**config.mk**
```make
export PLATFORM = sky130hd
export DESIGN_NAME = supply_status_reporting
export DESIGN_NICKNAME = d
export VERILOG_FILES = /design/src/logic/supply_status_pkg.sv /design/src/logic/supply_status_reporting.sv
export SDC_FILE = /design/constraint.sdc
export NUM_CORES = 1
export LEC_CHECK = 0
export ABC_AREA = 1
export BUFFER_PORTS_ARGS = -buffer_cell sky130_fd_sc_hd__buf_2
export CAP_MARGIN = 20
export CORE_MARGIN = 4
export CORE_UTILIZATION = 61
export DETAILED_ROUTE_END_ITERATION = 8
export HOLD_SLACK_MARGIN = 0.1
export PLACE_DENSITY = 0.85
export SLEW_MARGIN = 15
export SYNTH_ARGS = -nofsm -noshare
export SYNTH_HDL_FRONTEND = slang
export SYNTH_SLANG_ARGS = --single-unit
```
**constraint.sdc**
```tcl
create_clock -name CLK_SYS_I -period 4.15 [get_ports CLK_SYS_I]
set_input_delay 0.415 -clock CLK_SYS_I [delete_from_list [all_inputs] [get_ports CLK_SYS_I]]
set_output_delay 0.415 -clock CLK_SYS_I [all_outputs]
set_load 0.02 [all_outputs]
```
**src/logic/supply_status_pkg.sv**
```systemverilog
// package: opcodes, bit layout, reset values and state record of the status block
package supply_status_pkg;

	// command opcodes of the decoded remote command port
	typedef enum logic [4:0] {
		OP_NONE         = 5'h00,
		OP_OPER_COND_RD = 5'h01,
		OP_OPER_ENAB_WR = 5'h02,
		OP_OPER_ENAB_RD = 5'h03,
		OP_OPER_EVT_RD  = 5'h04,
		OP_QUES_COND_RD = 5'h05,
		OP_QUES_ENAB_WR = 5'h06,
		OP_QUES_ENAB_RD = 5'h07,
		OP_QUES_EVT_RD  = 5'h08,
		OP_STAT_PRESET  = 5'h09,
		OP_VOLT_WR      = 5'h0A,
		OP_VOLT_RD      = 5'h0B,
		OP_VOLT_LIM_WR  = 5'h0C,
		OP_VOLT_LIM_RD  = 5'h0D,
		OP_VOLT_TRIG_WR = 5'h0E,
		OP_VOLT_TRIG_RD = 5'h0F,
		OP_MODE_RD      = 5'h10,
		OP_TRIGGER      = 5'h11
	} cmd_op_e;

	// operation group bit positions
	localparam int unsigned OPER_CAL_BIT   = 0;
	localparam int unsigned OPER_WAIT_BIT  = 5;
	localparam int unsigned OPER_CV_BIT    = 8;
	localparam int unsigned OPER_CC_BIT    = 10;
	localparam logic [15:0] OPER_USED_MASK = 16'h0521;
	// questionable group bit positions
	localparam int unsigned QUES_OT_BIT    = 3;
	localparam logic [15:0] QUES_USED_MASK = 16'h0008;
	// status byte summary positions
	localparam int unsigned STB_OPER_BIT   = 7;
	localparam int unsigned STB_QUES_BIT   = 3;

	// reset and preset values
	localparam logic [15:0] OPER_MASK_RESET = 16'h0000;
	localparam logic [15:0] QUES_MASK_RESET = 16'h0000;
	localparam logic [15:0] VOLT_SET_RESET  = 16'h0000;
	localparam logic [15:0] VOLT_LIM_RESET  = 16'hFFFF;
	localparam logic [15:0] VOLT_TRIG_RESET = 16'h0000;

	// mode query answers and error codes (two's complement)
	localparam logic [15:0] MODE_VOLT_CODE  = 16'h0001;
	localparam logic [15:0] MODE_CURR_CODE  = 16'h0002;
	localparam logic [15:0] ERR_SETTING_LIM = 16'hFED3;
	localparam logic [15:0] ERR_DATA_RANGE  = 16'hFF22;

	// live condition inputs, one bit each
	typedef struct packed {
		logic const_current_flag;
		logic const_voltage_flag;
		logic trigger_wait_flag;
		logic cal_busy_flag;
		logic overheat_flag;
	} cond_s;

	// decoded command from the remote interface parser
	typedef struct packed {
		logic        valid;
		cmd_op_e     op;
		logic [15:0] data;
	} cmd_s;

	typedef struct packed {
		cond_s       sync1;
		cond_s       sync2;
		cond_s       sync3;
		cond_s       cond;
		logic [15:0] oper_mask;
		logic [15:0] ques_mask;
		logic [15:0] oper_evt;
		logic [15:0] ques_evt;
		logic [15:0] volt_set;
		logic [15:0] volt_lim;
		logic [15:0] volt_trig;
		logic        rsp_valid;
		logic [15:0] rsp_data;
		logic        err_post;
		logic [15:0] err_code;
	} state_s;

endpackage : supply_status_pkg

```
**src/logic/supply_status_reporting.sv**
```systemverilog
// status reporting block of a programmable dc source: operation and questionable groups
`timescale 1ns/1ps
`default_nettype none

// Overview of operation
// triggered query returns stored trigger voltage
// mode query: VOLT in cv, CURR in cc
// operation condition register is live, unlatched
// bit 10 constant current, bit 8 voltage
// bit 5 waiting for trigger
// bit 0 computing calibration constants
// values exchanged as integers 0 to 1313
// status bit 7 ORs enabled operation events
// event register accumulates conditions since read
// second event read without changes returns zero
// overheat event reads 8 once only
// questionable condition reads 8 while overheated
// preset returns both masks to preset
// cv plus trigger wait reads 288
// voltage above limit rejected, error posted
// reading operation events clears them
// questionable bit 3 overheat, others unused
// status bit 3 ORs enabled questionable events
// unused bits read zero, mask writes ignored
// event set on rise, held until read
module supply_status_reporting
	import supply_status_pkg::*;
(
	input  wire logic        CLK_SYS_I,
	input  wire logic        RST_N_I,
	input  wire cmd_s        CMD_I,
	input  wire cond_s       COND_I,
	output logic             RSP_VALID_O,
	output logic [15:0]      RSP_DATA_O,
	output logic             ERR_POST_O,
	output logic [15:0]      ERR_CODE_O,
	output logic [15:0]      VOLT_OUT_O,
	output logic             STB_OPER_SUM_O,
	output logic             STB_QUES_SUM_O
);

	state_s q;
	state_s n;

	// map live flags onto the operation group word
	function automatic logic [15:0] oper_word(input cond_s c);
		logic [15:0] w;
		w = 16'h0000;
		w[OPER_CC_BIT]   = c.const_current_flag;
		w[OPER_CV_BIT]   = c.const_voltage_flag;
		w[OPER_WAIT_BIT] = c.trigger_wait_flag;
		w[OPER_CAL_BIT]  = c.cal_busy_flag;
		return w;
	endfunction : oper_word

	function automatic logic [15:0] ques_word(input cond_s c);
		logic [15:0] w;
		w = 16'h0000;
		w[QUES_OT_BIT] = c.overheat_flag;
		return w;
	endfunction : ques_word

	logic [15:0] oper_rise;
	logic [15:0] ques_rise;
	logic        cmd_oper_evt_rd;
	logic        cmd_ques_evt_rd;

	always_comb begin
		n = q;
		n.sync1 = COND_I;
		n.sync2 = q.sync1;
		n.sync3 = q.sync2;
		// a flag only moves once two late stages agree, filtering metastable glitches
		for (int i = 0; i < $bits(cond_s); i++) begin
			if (q.sync2[i] == q.sync3[i]) begin
				n.cond[i] = q.sync3[i];
			end
		end
		oper_rise = oper_word(n.cond) & ~oper_word(q.cond);
		ques_rise = ques_word(n.cond) & ~ques_word(q.cond);
		cmd_oper_evt_rd = CMD_I.valid && (CMD_I.op == OP_OPER_EVT_RD);
		cmd_ques_evt_rd = CMD_I.valid && (CMD_I.op == OP_QUES_EVT_RD);
		// read clears, but a rise in the same cycle survives the clear
		n.oper_evt = (cmd_oper_evt_rd ? 16'h0000 : q.oper_evt) | oper_rise;
		n.ques_evt = (cmd_ques_evt_rd ? 16'h0000 : q.ques_evt) | ques_rise;
		n.rsp_valid = 1'b0;
		n.rsp_data  = 16'h0000;
		n.err_post  = 1'b0;
		if (CMD_I.valid) begin
			n.rsp_valid = 1'b1;
			case (CMD_I.op)
				OP_OPER_COND_RD: begin
					n.rsp_data = oper_word(q.cond);
				end
				OP_OPER_ENAB_WR: begin
					n.oper_mask = CMD_I.data & OPER_USED_MASK;
				end
				OP_OPER_ENAB_RD: begin
					n.rsp_data = q.oper_mask;
				end
				OP_OPER_EVT_RD: begin
					n.rsp_data = q.oper_evt;
				end
				OP_QUES_COND_RD: begin
					n.rsp_data = ques_word(q.cond);
				end
				OP_QUES_ENAB_WR: begin
					n.ques_mask = CMD_I.data & QUES_USED_MASK;
				end
				OP_QUES_ENAB_RD: begin
					n.rsp_data = q.ques_mask;
				end
				OP_QUES_EVT_RD: begin
					n.rsp_data = q.ques_evt;
				end
				OP_STAT_PRESET: begin
					n.oper_mask = OPER_MASK_RESET;
					n.ques_mask = QUES_MASK_RESET;
				end
				OP_VOLT_WR: begin
					if (CMD_I.data > q.volt_lim) begin
						n.err_post = 1'b1;
						n.err_code = ERR_SETTING_LIM;
					end else begin
						n.volt_set = CMD_I.data;
					end
				end
				OP_VOLT_RD: begin
					n.rsp_data = q.volt_set;
				end
				OP_VOLT_LIM_WR: begin
					n.volt_lim = CMD_I.data;
				end
				OP_VOLT_LIM_RD: begin
					n.rsp_data = q.volt_lim;
				end
				OP_VOLT_TRIG_WR: begin
					// trigger levels above the limit would drive past it later
					if (CMD_I.data > q.volt_lim) begin
						n.err_post = 1'b1;
						n.err_code = ERR_DATA_RANGE;
					end else begin
						n.volt_trig = CMD_I.data;
					end
				end
				OP_VOLT_TRIG_RD: begin
					n.rsp_data = q.volt_trig;
				end
				OP_MODE_RD: begin
					// cv answers first when both flags are seen during a transition
					if (q.cond.const_voltage_flag) begin
						n.rsp_data = MODE_VOLT_CODE;
					end else if (q.cond.const_current_flag) begin
						n.rsp_data = MODE_CURR_CODE;
					end else begin
						n.rsp_data = 16'h0000;
					end
				end
				OP_TRIGGER: begin
					n.volt_set = q.volt_trig;
				end
				default: begin
					n.rsp_valid = 1'b0;
				end
			endcase
		end
	end

	always_ff @(posedge CLK_SYS_I or negedge RST_N_I) begin
		if (!RST_N_I) begin
			q           <= '0;
			q.oper_mask <= OPER_MASK_RESET;
			q.ques_mask <= QUES_MASK_RESET;
			q.volt_set  <= VOLT_SET_RESET;
			q.volt_lim  <= VOLT_LIM_RESET;
			q.volt_trig <= VOLT_TRIG_RESET;
		end else begin
			q <= n;
		end
	end

	assign RSP_VALID_O    = q.rsp_valid;
	assign RSP_DATA_O     = q.rsp_data;
	assign ERR_POST_O     = q.err_post;
	assign ERR_CODE_O     = q.err_code;
	assign VOLT_OUT_O     = q.volt_set;
	assign STB_OPER_SUM_O = |(q.oper_evt & q.oper_mask);
	assign STB_QUES_SUM_O = |(q.ques_evt & q.ques_mask);
endmodule : supply_status_reporting

`default_nettype wire

```
# Word level (Yosys, flattened, before mapping)
# Cells that the tools add are included.
# totals
reg_bits,166
out_inout_bits,52
in_bits,29
# op_classes
reduce_logical,15
order_cmp,1
muxes,19
n_bitwise,9
eq_ne,25
# op_table
operator,count
16-bit one-hot mux with 10 select lines,1
16-bit one-hot mux with 2 select lines,3
16-bit two-way mux,3
"5-bit by 4-bit == test with 1-bit output, second input constant",8
17-bit two-way mux,2
34-bit two-way mux,1
17-bit one-hot mux with 2 select lines,1
16-bit AND,2
16-bit OR,2
16-bit OR reduction,2
"5-bit by 3-bit == test with 1-bit output, second input constant",4
17-bit OR reduction,1
11-bit by 16-bit AND with 16-bit output,1
4-bit by 16-bit AND with 16-bit output,1
16-bit > comparator,1
11-bit NOT with 16-bit output,1
4-bit NOT with 16-bit output,1
"5-bit by 2-bit == test with 1-bit output, second input constant",2
"5-bit == test, second input constant",2
2-bit nonzero test,4
1-bit two-way mux,6
"2-bit inequality test, second input constant",3
2-bit AND reduction,3
3-bit AND reduction,2
6 further kinds,12

# Longest topological paths before layout
# Gate-level depths: netlist (run 1).
# logic_depth
ltp_word,4
depth_mapped,16
depth_no_buf,15

# Worst setup path after synthesis (run 1)
# No wires, ideal clock.
# synth_path
path_kind,reg2reg
start,reg q[65] (netlist name)
end,reg q[34] (netlist name)
arrival_time_ps,1824
path_slack_ps,2195
period_less_slack_ps,1955
stages_incl_launch_ff,11
t_required_ps,4019
path_cell_list,dfstp_2 > inv_1 > ha_1 > nand2_1 > nor3_1 > nand2_1 > nand2_1 > nand2_1 > nand2_1 > clkbuf_1 > o21ai_0
# synth_between
elab_chain_cells,3
# synth_rtl
element,line_no,rtl
start: declaration,supply_status_reporting.sv:42,state_s q;
start signal: assignment,supply_status_reporting.sv:178,q <= n;
16-bit > comparator,supply_status_reporting.sv:139,if (CMD_I.data > q.volt_lim) begin
1-bit NOT (no source line),--,
3-bit AND reduction (no source line),--,
# No other way between the ends.
# A chain may end at the register's enable or synchronous reset.

# Worst setup path after layout (run 1)
# layout_path
start,reg q[65] (netlist name)
end,reg q[35] (netlist name)
# The elaborated chain is that of the path after synthesis.

==> reports/qor.txt, run 1 <==
Status: complete, no violations
Unique masters post-synth: 36
Vias in the first global route: 3848
1st-iter DRT viols: 367
Main area contributors after synthesis: dfrtp_1 (41%), nand2_1 (12%), dfstp_2 (8.3%)
RR Endpoint: q[35]$_DFFE_PN0P_
DR DRC count: 0
GPL Wtd Cong: 0.961
GR Overflow Total: 0
Htree depth: 3
Peak supply drop: 249 uV
Reg2reg path depth: 8
Ys Warns: 0
Rows: 32
Critical Path AT: 2990 ps
Max Fclk: 0.365 GHz
Slew HR: 0.314
Layout area overhead: 6.33%
Final Critical Period: 2740 ps
Max FO, Critical Path: 32
Clock buffer depth: 2
Routed Antenna Nets: 0
Post_cts resized: 0
Postcts setup bufs: 0
Worst setup startpoint: q[65]$_DFFE_PN1P_
HPWL after DPL: 8150 um
Layout net count: 675
Setup TNS Final: 0 ps
Vias per inst: 5.66
Via count: 4163
Largest net degree at the start of global routing: 72
Post-synthesis sequential area ratio: 0.493
I/O pins: 81
R2R setup slack: 1410 ps
Root Buffer: clkbuf_8
Die Wd: 99.1 um
Min-Delay Path Class: in2reg
Worst EP required: 4400 ps
Avg WL per Cell: 15.7 um
Worst setup path endpoint: q[35]$_DFFE_PN0P_
Combinational share of power: 0.213
Filler cells: 622
Post-Synthesis Cells: 606
Crit end category: flop
Core area: 7890 um^2
Switching pwr: 0.779 mW
Yosys top cell by area: dfrtp_1
Critical path class: reg2reg
Clock Power Share: 0.293
Int Pwr: 1.69 mW
# clock sinks: 99
Total Routing Usage GR: 0.244
Clock Skew: 9.43 ps
Die footprint: 9820 um^2
TritonCTS clock tree: built
DRT Wirelength: 11600 um
Num CTS Buffers: 9
CP Launch Type: flop
DRT Pass-1 Iters: 5
Port Buf Inserts: 78
Starting Density: 0.642
Clk Latency, worst-skew pair: 360 ps
Share of layout cells above drive strength 1: 0.196
Final period utilization: 0.660
Register bit total from synthesis: 99
Syn Area/Cell: 8.35 um^2
Initial antenna violation count: 0
Leakage: 2.77 nW
Max Slew Vio Count: 0
Mapped Area: 5060 um^2
Chip Height: 99.1 um
Inserted Diodes: 0
Final hold vios: 0
Hold-fix buffers, CTS: 0
Worst-Margin Slew: 1030 ps
Design area: 5380 um^2
Switching share of power: 0.315
First-pass GRT wire length: 19100 um
Reg power frac: 0.494
Pwr dens: 459 nW/um^2
CTS clock-pin slew for the worst setup and hold paths: 90 ps
Area post-placement: 5140 um^2
Reg2reg start: q[65]$_DFFE_PN1P_
MaxCap Viol Count: 0
Yosys top cell area share: 0.410
RSZ-0062 raised after global routing: false
Final setup vio count: 0
## critical path: stages (launching register included)
cell	delay, ps
dfstp_2	550
inv_1	60
ha_1	290
nand2_1	90
nor3_1	330
nand3_1	240
nand2_1	150
nand2_1	510
o21ai_0	420
## power by group through the flow
| stage | Combinational [mW] | Sequential [mW] | Clock, mW |
|---|---|---|---|
| 3_5_place_dp | 0.518 | 1.23 | 0 |
| 2_1_floorplan | 0.448 | 1.21 | 0 |
| 4_1_cts | 0.524 | 1.22 | 0.730 |
| 3_3_place_gp | 0.500 | 1.22 | 0 |
| 6_report | 0.526 | 1.22 | 0.725 |
| 5_1_grt | 0.587 | 1.24 | 0.781 |
## how the worst min path moves through the flow
| stage | end | slack [ps] | cells past startpoint | from |
|---|---|---|---|---|
| after floorplan | ERR_CODE_O[14]$_DFFE_PN0P_ | 120 | 0 | RST_N_I |
| after global placement | n[151]$_DFF_PN0_ | 330 | 0 | n[156]$_DFF_PN0_ |
| after detailed placement | n[153]$_DFF_PN0_ | 340 | 0 | n[158]$_DFF_PN0_ |
| after CTS | n[156]$_DFF_PN0_ | 150 | 1 | COND_I[0] |
| after global routing | n[159]$_DFF_PN0_ | 140 | 1 | COND_I[3] |
| final | n[156]$_DFF_PN0_ | 150 | 1 | COND_I[0] |
## synthesized netlist by cell type (all sizes together)
cell and count:
a21o 1, a31oi 5, clkbuf 9, a22o 1, nand3 50, a21oi 12
o31ai 1, conb 1, nor3 6, a22oi 1, nor2 25, nand2 169
o21ai 63, ha 16, clkinv 3, or2 1, inv 62, o22ai 7
nand4 4, a211oi 1, o211ai 10, dfrtp 83, buf 59, dfstp 16
## stage by stage
stage          setup slack [ps]  instances   util  power, mW  hold WS [ps]
2_1_floorplan              2190        607      -       1.66           119
3_3_place_gp               1640        721  0.652       1.72           332
3_5_place_dp               1460        721  0.652       1.75           337
4_1_cts                    1420        736  0.682       2.47           148
5_1_grt                    1090        736  0.682       2.61           138
6_report                   1410        736  0.682       2.47           155
## metal layers
metal	routed length, um	track usage
met1	4920	0.340
met2	5240	0.367
met5	0	0
met3	1200	0.0658
met4	198	0.0914
## logic make-up (layout without fill, tap and decap cells)
group	Yosys count	after routing	share of synthesized area
AO/OA/AOI/OAI	102	102	0.114
buffers and inverters	133	160	0.138
other	1	2	0.000741
AND/OR/NAND/NOR	255	255	0.214
adder cells (fa/ha/maj)	16	16	0.0396
flip-flops	99	99	0.493
## flip-flops by register name (all words and copies together) (netlist names)
| register | cells |
|---|---|
| ERR_POST_O | 1 |
| VOLT_OUT_O | 16 |
| RSP_VALID_O | 1 |
| n | 10 |
| ERR_CODE_O | 3 |
| q | 52 |
| RSP_DATA_O | 16 |
## layout make-up
cell class	instances	area (um^2)	area share
flip-flops and latches	99	2500	0.464
multi-input cells	375	1870	0.347
repair buffers	80	408	0.0758
inverters	65	244	0.0453
well taps	102	128	0.0237
clock buffers	9	124	0.0230
clock inverters	6	113	0.0209
## cell usage in the layout (no fill, tap or decap), types with 2 or more instances in the layout
| cell | n |
|---|---|
| o211ai_1 | 10 |
| a31oi_1 | 5 |
| buf_4 | 3 |
| bufinv_16 | 3 |
| o21ai_0 | 55 |
| inv_1 | 59 |
| dfstp_2 | 16 |
| conb_1 | 2 |
| nor3_1 | 5 |
| nor2_1 | 22 |
| nand3_1 | 48 |
| ha_1 | 16 |
| nand3_2 | 2 |
| o22ai_1 | 7 |
| o21ai_1 | 8 |
| inv_2 | 3 |
| dfrtp_1 | 83 |
| nand2_1 | 168 |
| clkbuf_8 | 9 |
| clkinv_1 | 3 |
| buf_2 | 77 |
| a21oi_1 | 10 |
| nor2_2 | 2 |
| nand4_1 | 4 |
Power figures use the tool's default switching activity.
==> run 2, diff against run 1 <==
--- a/config.mk
+++ b/config.mk
@@ -9,10 +9,10 @@
 export BUFFER_PORTS_ARGS = -buffer_cell sky130_fd_sc_hd__buf_2
 export CAP_MARGIN = 20
 export CORE_MARGIN = 4
-export CORE_UTILIZATION = 61
+export CORE_UTILIZATION = 51
 export DETAILED_ROUTE_END_ITERATION = 8
 export HOLD_SLACK_MARGIN = 0.1
-export PLACE_DENSITY = 0.85
+export PLACE_DENSITY = 0.76
 export SLEW_MARGIN = 15
 export SYNTH_ARGS = -nofsm -noshare
 export SYNTH_HDL_FRONTEND = slang
==> constraint.sdc (replaced) <==
create_clock -name CLK_SYS_I -period 2.32 [get_ports CLK_SYS_I]
set_input_delay 0.232 -clock CLK_SYS_I [delete_from_list [all_inputs] [get_ports CLK_SYS_I]]
set_output_delay 0.232 -clock CLK_SYS_I [all_outputs]
set_load 0.02 [all_outputs]
==> run 2 against run 1 <==
Compared with the run above:
- setup slack worse by 1200 ps
- fmax is 28% higher
- die area is 18% higher
- hold slack worse by 11 ps
- count of clock-buffer cells in the layout is 2 higher
- final cell count is 6.3% higher
- design area is 2.5% higher
- global-route usage is 3.7 points lower
- wire length is 2.2% lower
- sequential cell count stayed put
==> reports/qor.txt, run 2 (synthesis gave the netlist of run 1 again) <==
DRT Pass-1 Iters: 5
TritonCTS clock tree: built
Via count: 4107
Vias per inst: 5.25
Clk Latency, worst-skew pair: 360 ps
Final period utilization: 0.924
Final Critical Period: 2140 ps
Layout net count: 690
Min-Delay Path Class: in2reg
Clock Skew: 5.90 ps
Routed Antenna Nets: 0
Worst hold path cell count: 3
Avg WL per Cell: 14.5 um
Crit end category: flop
Num CTS Buffers: 9
Max FFs per register: 52
# clock sinks: 99
Peak supply drop: 416 uV
Reg2reg path depth: 11
Core area: 9730 um^2
Critical Path AT: 2390 ps
DRT Wirelength: 11300 um
HPWL after DPL: 8590 um
Final setup vio count: 0
DR DRC count: 0
Power, Total: 4.09 mW
Starting Density: 0.520
CP Launch Type: flop
1st-iter DRT viols: 419
I/O pins: 81
Max Slew Vio Count: 0
Initial antenna violation count: 0
Largest net degree at the start of global routing: 52
Most frequent cells in the layout: nand2_1 (167), dfrtp_1 (83), buf_2 (77), inv_1 (59), o21ai_0 (54)
Htree depth: 3
Critical path class: reg2reg
Slew HR: 0.575
R2R setup slack: 180 ps
GPL Wtd Cong: 0.880
Worst EP required: 2560 ps
Setup TNS Final: 0 ps
Clock buffer depth: 2
CTS clock-pin slew for the worst setup and hold paths: 90 ps
Worst-Margin Slew: 636 ps
Slowest stage delay, CP: 540 ps
Leakage: 2.81 nW
Max Fclk: 0.466 GHz
Placed Cells: 761
Port Buf Inserts: 78
Hold Crit Start: CMD_I[0]
Crit path cell chain: inv_1 -> ha_1 -> nand2_1 -> o21ai_1 -> a21oi_1 -> nand2_2 -> nand2_1 -> nand2_1 -> buf_4 -> nand2_1 -> o21ai_0
Status: complete, no violations
Worst path most repeated cell: nand2_1
Reg with most FFs: q
Rows: 36
Die Wd: 108 um
Die footprint: 11600 um^2
Pwr dens: 742 nW/um^2
Inserted Diodes: 0
GR Overflow Total: 0
Final hold vios: 0
Share of layout cells above drive strength 1: 0.206
Commonest non-fill, non-tap cell in the layout: nand2_1
Final cell utilization of the core: 0.567
Final Non-Filler Cells: 782
RR Endpoint: q[34]$_DFFE_PN0P_
Chip Height: 108 um
Hold endpoint: q[130]$_DFFE_PN0P_
Vias in the first global route: 3812
Reg2reg start: q[65]$_DFFE_PN1P_
MaxCap Viol Count: 0
Total Routing Usage GR: 0.206
First-pass GRT wire length: 18800 um
Layout area overhead: 8.97%
Max FO, Critical Path: 10
Root Buffer: clkbuf_8
Crit-path slowest cell: dfstp_2
-- run 2: final cells by class --
type | count | area (um^2)
fillers | 869 | 4210
inverters | 65 | 244
well taps | 133 | 166
clock buffers | 11 | 131
clock inverters | 4 | 27.5
multi-input cells | 375 | 1890
flip-flops and latches | 99 | 2500
repair buffers | 95 | 561
-- run 2: where the power goes --
| group | total [mW] | switching (mW) | leakage, nW | internal, mW |
|---|---|---|---|---|
| registers | 2.17 | 0.175 | 1.21 | 2.00 |
| clock network | 0.964 | 0.574 | 0.0840 | 0.390 |
| logic | 0.954 | 0.629 | 1.52 | 0.325 |
-- run 2: how the worst max path moves through the flow --
stage / to / from / slack (ps) / depth (start not counted)
2_1_floorplan: q[34]$_DFFE_PN0P_ / q[65]$_DFFE_PN1P_ / 360 / 10
4_1_cts: VOLT_OUT_O[11]$_DFFE_PN0P_ / q[65]$_DFFE_PN1P_ / 60 / 10
5_1_grt: q[34]$_DFFE_PN0P_ / q[61]$_DFFE_PN1P_ / -10 / 10
3_5_place_dp: VOLT_OUT_O[11]$_DFFE_PN0P_ / q[65]$_DFFE_PN1P_ / 70 / 10
3_3_place_gp: VOLT_OUT_O[11]$_DFFE_PN0P_ / q[65]$_DFFE_PN1P_ / 150 / 10
6_report: q[34]$_DFFE_PN0P_ / q[65]$_DFFE_PN1P_ / 180 / 11
-- run 2: critical path: cells and delay by family (launching register included) --
kind | cells | cell delay, ps
AND/OR/NAND/NOR | 5 | 560
flip-flops | 1 | 540
AO/OA/AOI/OAI | 3 | 400
adder cells (fa/ha/maj) | 1 | 290
buffers and inverters | 2 | 260
-- run 2: timing repair --
action / 4_1_cts / 5_1_grt
endpoints found under the hold margin: 50 / 0
buffers inserted: 0 / 0
endpoints found under the setup margin: 0 / 33
hold buffers: 6 / 0
resized for setup: 0 / 5
-- run 2: stage by stage --
stage / area [um^2] / worst slack, ps / hold WS [ps]
global route: 5520 / -9.73 / 143
floorplan: 5060 / 365 / -63.6
global placement: 5280 / 146 / 278
CTS: 5500 / 60.8 / 124
finish: 5520 / 176 / 144
detailed placement: 5280 / 72.8 / 290
-- run 2: metal layers --
layer,vias up,global-route usage,part of all wire
met1,1906,0.296,0.45
met3,18,0.0468,0.090
met2,189,0.313,0.45
li1,1994,-,-
met4,0,0.0631,0.013
met5,-,0,0
